===== config.mk =====
export PLATFORM = sky130hd
export DESIGN_NAME = rmyc_core
export DESIGN_NICKNAME = d
export VERILOG_FILES = /design/src/design/rmyc_pkg.sv /design/src/design/rmyc_core.sv /design/src/design/rmyc_bcd_step.sv
export SDC_FILE = /design/constraint.sdc
export NUM_CORES = 1
export LEC_CHECK = 0
export BUFFER_PORTS_ARGS = -buffer_cell sky130_fd_sc_hd__buf_2
export CAP_MARGIN = 20
export CORE_MARGIN = 2
export CORE_UTILIZATION = 60
export CTS_BUF_LIST = sky130_fd_sc_hd__clkbuf_8
export CTS_CLUSTER_SIZE = 24
export DETAILED_ROUTE_END_ITERATION = 7
export PLACE_DENSITY = 0.95
export SYNTH_ARGS = -nofsm -noshare
export SYNTH_HDL_FRONTEND = slang
export SYNTH_SLANG_ARGS = --single-unit

===== constraint.sdc =====
create_clock -name sys_clk -period 5.7 [get_ports sys_clk]
set_clock_uncertainty 0.1 [all_clocks]
set_input_delay 0.57 -clock sys_clk [delete_from_list [all_inputs] [get_ports sys_clk]]
set_output_delay 0.57 -clock sys_clk [all_outputs]
set_load 0.05 [all_outputs]

===== src/design/rmyc_pkg.sv =====
// rmyc_pkg: constants shared by the month/year/century calendar block.
// assumes BCD register contents and a byte-wide register port.
`default_nettype none
package rmyc_pkg;
    // ***********************************
    // register offsets
    // ***********************************
    localparam logic [7:0] RMYC_DATE_OFS = 8'h05;
    localparam logic [7:0] RMYC_MONTH_OFS = 8'h07;
    localparam logic [7:0] RMYC_YEAR_OFS = 8'h08;
    // ***********************************
    // field positions
    // ***********************************
    localparam int RMYC_CENT_BIT = 7;
    localparam int RMYC_MONTH_MSB = 4;
    localparam int RMYC_DATE_MSB = 5;
    // ***********************************
    // reset values and counting limits
    // ***********************************
    localparam logic [7:0] RMYC_DATE_RST = 8'h01;
    localparam logic [7:0] RMYC_MONTH_RST = 8'h01;
    localparam logic [7:0] RMYC_YEAR_RST = 8'h00;
    localparam logic RMYC_CENT_RST = 1'b0;
    localparam logic [7:0] RMYC_FIRST_DAY = 8'h01;
    localparam logic [7:0] RMYC_FIRST_MONTH = 8'h01;
    localparam logic [7:0] RMYC_LAST_MONTH = 8'h12;
    localparam logic [7:0] RMYC_FIRST_YEAR = 8'h00;
    localparam logic [7:0] RMYC_LAST_YEAR = 8'h99;
    localparam logic [7:0] RMYC_FEB = 8'h02;
    localparam logic [7:0] RMYC_APR = 8'h04;
    localparam logic [7:0] RMYC_JUN = 8'h06;
    localparam logic [7:0] RMYC_SEP = 8'h09;
    localparam logic [7:0] RMYC_NOV = 8'h11;
    localparam logic [7:0] RMYC_DAYS_28 = 8'h28;
    localparam logic [7:0] RMYC_DAYS_29 = 8'h29;
    localparam logic [7:0] RMYC_DAYS_30 = 8'h30;
    localparam logic [7:0] RMYC_DAYS_31 = 8'h31;
endpackage
`default_nettype wire


===== src/design/rmyc_core.sv =====
// rmyc_core: day-of-month, month, year and century flag counters.
// assumes day_tick is a one-cycle pulse from the timebase on sys_clk and
// the register port is driven by the serial bus engine on sys_clk.
//
// Summary of operation
// - month in bits 4:0, BCD 01 to 12
// - year BCD 00 to 99, wraps 99 to 00
// - century flag in month register bit 7
// - year wrap inverts the century flag
// - february 29 days when year divisible by four
// - day counter 01 to month length
`default_nettype none
module rmyc_core
    import rmyc_pkg::*;
(
    // clock and reset
    input wire logic sys_clk,
    input wire logic reset,
    // timebase
    input wire logic day_tick,
    // register port
    input wire logic [7:0] reg_addr,
    input wire logic reg_wr,
    input wire logic [7:0] reg_wdata,
    input wire logic reg_rd,
    output logic [7:0] reg_rdata,
    // calendar state
    output logic [7:0] date_out,
    output logic [7:0] month_out,
    output logic [7:0] year_out,
    output logic century_flag
);
    // ***********************************
    // state
    // ***********************************
    logic [7:0] date_q, date_d;
    logic [7:0] month_q, month_d;
    logic [7:0] year_q, year_d;
    logic century_flag_q, century_flag_d;
    logic [7:0] rdata_q, rdata_d;
    logic [7:0] date_nxt, month_nxt, year_nxt, last_day;
    logic date_wrap, month_wrap, year_wrap, leap;
    logic wr_date, wr_month, wr_year;

    // ***********************************
    // month length
    // ***********************************
    // multiple of four in BCD: even tens with 0/4/8, odd tens with 2/6
    always_comb begin
        if (year_q[4]) begin
            leap = (year_q[3:0] == 4'h2) || (year_q[3:0] == 4'h6);
        end else begin
            leap = (year_q[3:0] == 4'h0) || (year_q[3:0] == 4'h4) || (year_q[3:0] == 4'h8);
        end
        if (month_q == RMYC_FEB) begin
            last_day = leap ? RMYC_DAYS_29 : RMYC_DAYS_28;
        end else if (month_q == RMYC_APR || month_q == RMYC_JUN || month_q == RMYC_SEP || month_q == RMYC_NOV) begin
            last_day = RMYC_DAYS_30;
        end else begin
            last_day = RMYC_DAYS_31;
        end
    end

    rmyc_bcd_step u_day (
        .cur(date_q),
        .first(RMYC_FIRST_DAY),
        .last(last_day),
        .nxt(date_nxt),
        .wrap(date_wrap)
    );
    rmyc_bcd_step u_month (
        .cur(month_q),
        .first(RMYC_FIRST_MONTH),
        .last(RMYC_LAST_MONTH),
        .nxt(month_nxt),
        .wrap(month_wrap)
    );
    rmyc_bcd_step u_year (
        .cur(year_q),
        .first(RMYC_FIRST_YEAR),
        .last(RMYC_LAST_YEAR),
        .nxt(year_nxt),
        .wrap(year_wrap)
    );

    // ***********************************
    // counting and register writes
    // ***********************************
    // a host write wins over a tick in the same cycle for the written register
    always_comb begin
        wr_date = reg_wr && (reg_addr == RMYC_DATE_OFS);
        wr_month = reg_wr && (reg_addr == RMYC_MONTH_OFS);
        wr_year = reg_wr && (reg_addr == RMYC_YEAR_OFS);
        date_d = date_q;
        month_d = month_q;
        year_d = year_q;
        century_flag_d = century_flag_q;
        if (day_tick) begin
            date_d = date_nxt;
            if (date_wrap) begin
                month_d = month_nxt;
                if (month_wrap) begin
                    year_d = year_nxt;
                    if (year_wrap) begin
                        century_flag_d = ~century_flag_q;
                    end
                end
            end
        end
        if (wr_date) begin
            date_d = {2'b00, reg_wdata[RMYC_DATE_MSB:0]};
        end
        if (wr_month) begin
            month_d = {3'b000, reg_wdata[RMYC_MONTH_MSB:0]};
            century_flag_d = reg_wdata[RMYC_CENT_BIT];
        end
        if (wr_year) begin
            year_d = reg_wdata;
        end
    end

    // ***********************************
    // read data
    // ***********************************
    // unmapped reads answer zero; data holds until the next read
    always_comb begin
        rdata_d = rdata_q;
        if (reg_rd) begin
            if (reg_addr == RMYC_DATE_OFS) begin
                rdata_d = date_q;
            end else if (reg_addr == RMYC_MONTH_OFS) begin
                rdata_d = {century_flag_q, 2'b00, month_q[RMYC_MONTH_MSB:0]};
            end else if (reg_addr == RMYC_YEAR_OFS) begin
                rdata_d = year_q;
            end else begin
                rdata_d = 8'h00;
            end
        end
    end

    always_ff @(posedge sys_clk) begin
        if (reset) begin
            date_q <= RMYC_DATE_RST;
            month_q <= RMYC_MONTH_RST;
            year_q <= RMYC_YEAR_RST;
            century_flag_q <= RMYC_CENT_RST;
            rdata_q <= 8'h00;
        end else begin
            date_q <= date_d;
            month_q <= month_d;
            year_q <= year_d;
            century_flag_q <= century_flag_d;
            rdata_q <= rdata_d;
        end
    end

    assign reg_rdata = rdata_q;
    assign date_out = date_q;
    assign month_out = month_q;
    assign year_out = year_q;
    assign century_flag = century_flag_q;
endmodule
`default_nettype wire


===== src/design/rmyc_bcd_step.sv =====
// rmyc_bcd_step: two-digit BCD increment with wrap to a first value.
// assumes purely combinational use by the calendar core.
`default_nettype none
module rmyc_bcd_step (
    // current count and limits
    input wire logic [7:0] cur,
    input wire logic [7:0] first,
    input wire logic [7:0] last,
    // result
    output logic [7:0] nxt,
    output logic wrap
);
    // at-or-above last also wraps, so a bad written value heals in one step
    always_comb begin
        wrap = (cur >= last);
        if (wrap) begin
            nxt = first;
        end else if (cur[3:0] >= 4'h9) begin
            nxt = {cur[7:4] + 4'h1, 4'h0};
        end else begin
            nxt = {cur[7:4], cur[3:0] + 4'h1};
        end
    end
endmodule
`default_nettype wire


==> out/qor.csv <==
metric,value,unit
status,completed,
grt_pass1_vias,2233,
required,5770,ps
clkTransAtPathRegs,70,ps
seq_area_frac_synth,0.281,
drt_wl_total,6570,um
synth_common_cells,"dfxtp_1, nand2_1, ha_1, nor2_1, o21ai_0",
io_buffers,53,
yosys.cell_types.count,59,
synth_cells,285,
clock-sinks,33,
vias_per_cell,6.71,
worstMarginPinSlew,582,ps
critPathSlowestCell,o21ai_0,
holdWs,389,ps
cp_max_fo,7,
hold_buffers,0,
crit_family,compound AO/OA/AOI/OAI gates,
rows,22,
wl_per_cell,17.4,um
path_buf_inv,1,
path_cells,inv_1 > ha_1 > mux2_2 > nand2_1 > o21ai_0 > a31oi_1 > ha_1 > nor4b_1 > nor2_2 > o21ai_0 > nor2_1 > o41ai_1,
synth_top_family_by_area,compound AO/OA/AOI/OAI gates,
min_period_over_period,0.590,
synth-seq-cells,33,
drt_first_iter_violations,287,
drc,0,
io_pins,54,
power.share.clock,0.402,
share_comb_of_total_power,0.115,
max-slew-margin-rel,0.608,
p_sw,0.000136,W
vias,2536,
firstDrtPassIters,6,
synth_top_area_share,0.281,
synth_compound_area_frac,0.264,
dieArea,4430,um^2
layout-drive-gt1-share,0.236,
rsz0062_at_grt,false,
p_leak,1.09,nW
die_w,66.6,um
synth_area,2350,um^2
start_util,0.632,
fmax,297,MHz
yosysTopAreaCell,dfxtp_1,
fin_setup_tns,0,ps
synthFlopType,dfxtp_1,
fp.dieH,66.6,um
htreeDepth,2,
finalCoreUtilization,0.729,
worstPathArrival,3440,ps
synth_most_common_cell,dfxtp_1,
synth_xor_area_frac,0.0112,
clock_latency,290,ps
cts_tree,done,
power_density,184,nW/um^2
cts_max_path_buffers,2,
grt_start_max_net_pins,27,
p_int,0.000362,W
diodes,0,
setup_viol,0,
antenna_found_initial,0,
syn_nets,328,
crit_type,reg -> reg,
post-route-min-period,3360,ps
nets,372,
cts_resized,0,
worstHoldPathType,reg -> reg,
grt_pass1_wl,10500,um
synth.area.mux_share,0.0133,
core_area,3720,um^2
cts_setup_buffers,0,
worst_setup_path_start_kind,register,
numCtsBuffers,5,
drv_slew,0,
final_cells,378,
grt.overflow.total,0,
place_inst,370,
ir_drop,0.146,mV
root_buffer,clkbuf_8,
maxCapViolCount,0,
p_seq_frac,0.483,
area_delta_synth_final,15.3,%
end_kind,register,
max_stage_delay,510,ps
yosys_warnings,0,
power.total,0.000498,W
avgSynthCellArea,8.24,um^2
track_usage,0.312,
synth-simple-area-share,0.262,
synth_edf_count,0,
ant_nets,0,
synthAdderAreaFrac,0.117,
synth.area.top_cells,"dfxtp_1, ha_1, nand2_1",
dp_hpwl,4660,um
p_sw_frac,0.273,
gp_congestion,0.928,
hold_viol,0,
synthArstFlopShare,0,
[logic make-up after synthesis]
family	after synthesis
AO/OA/AOI/OAI	83
XOR/XNOR	3
adder cells (fa/ha/maj)	22
buffers and inverters	29
flip-flops	33
multiplexers	3
AND/OR/NAND/NOR	112
[final timing paths]
check | startpoint | end | slack [ps] | cells past startpoint
worst max-delay path | month_out[5] | month_out[3] | 2340 | 12
worst min-delay path | reg_rdata[5] | reg_rdata[5] | 390 | 2
worst min register to register | reg_rdata[5] | reg_rdata[5] | 390 | 2
worst max register to register | month_out[5] | month_out[3] | 2340 | 12
[cell usage in the layout (no fill, tap or decap), types with 4 or more instances in the layout]
master     n
a211oi_1   7
a21oi_1   11
a311oi_1   6
a41oi_1   10
buf_2     53
clkbuf_8   7
dfxtp_1   33
ha_1      22
inv_1     12
nand2_1   28
nand3_1   13
nand4b_1   4
nor2_1    20
nor3_1     6
nor4_1     6
o21ai_0   17
[state kept, by name (all words and copies together) (netlist names)]
signal and cells:
century_flag 1, date_out 8, month_out 8, year_out 8
reg_rdata 8
[metal layers]
metal / share of wire / routed length [um] / vias up / track usage
li1: - / - / 1171 / -
met1: 0.42 / 2770 / 1196 / 0.410
met2: 0.46 / 3030 / 157 / 0.490
met3: 0.097 / 638 / 12 / 0.0726
met4: 0.020 / 132 / 0 / 0.125
met5: 0 / 0 / - / 0
[power groups by stage]
stage	Clock, W	Combinational (W)	Sequential, W
5_1_grt	0.000214	0.0000612	0.000241
3_5_place_dp	0	0.0000563	0.000245
6_report	0.000200	0.0000572	0.000240
3_3_place_gp	0	0.0000558	0.000245
2_1_floorplan	0	0.0000207	0.000261
4_1_cts	0.000201	0.0000566	0.000240
[layout make-up]
class / count / area (um^2)
Clock buffer: 7 / 96.3
Clock inverter: 1 / 5.00
Fill cell: 283 / 1010
Inverter: 12 / 45.0
Multi-Input combinational cell: 223 / 1570
Sequential cell: 33 / 661
Tap cell: 48 / 60.1
Timing Repair Buffer: 54 / 273
[through the flow]
step           worst slack, ps  instance area [um^2]
2_1_floorplan             2470                  2350
3_3_place_gp              2600                  2610
3_5_place_dp              2450                  2610
4_1_cts                   2410                  2710
5_1_grt                   2060                  2710
6_report                  2340                  2710
[worst reg2reg max path, delay by kind of cell, from the launching register on]
| family | cells | cell delay, ps |
|---|---|---|
| AO/OA/AOI/OAI | 4 | 1080 |
| flip-flops | 1 | 440 |
| multiplexers | 1 | 290 |
| buffers and inverters | 1 | 90 |
| AND/OR/NAND/NOR | 4 | 720 |
| adder cells (fa/ha/maj) | 2 | 520 |
No activity file was read; power rests on OpenSTA's default activity.
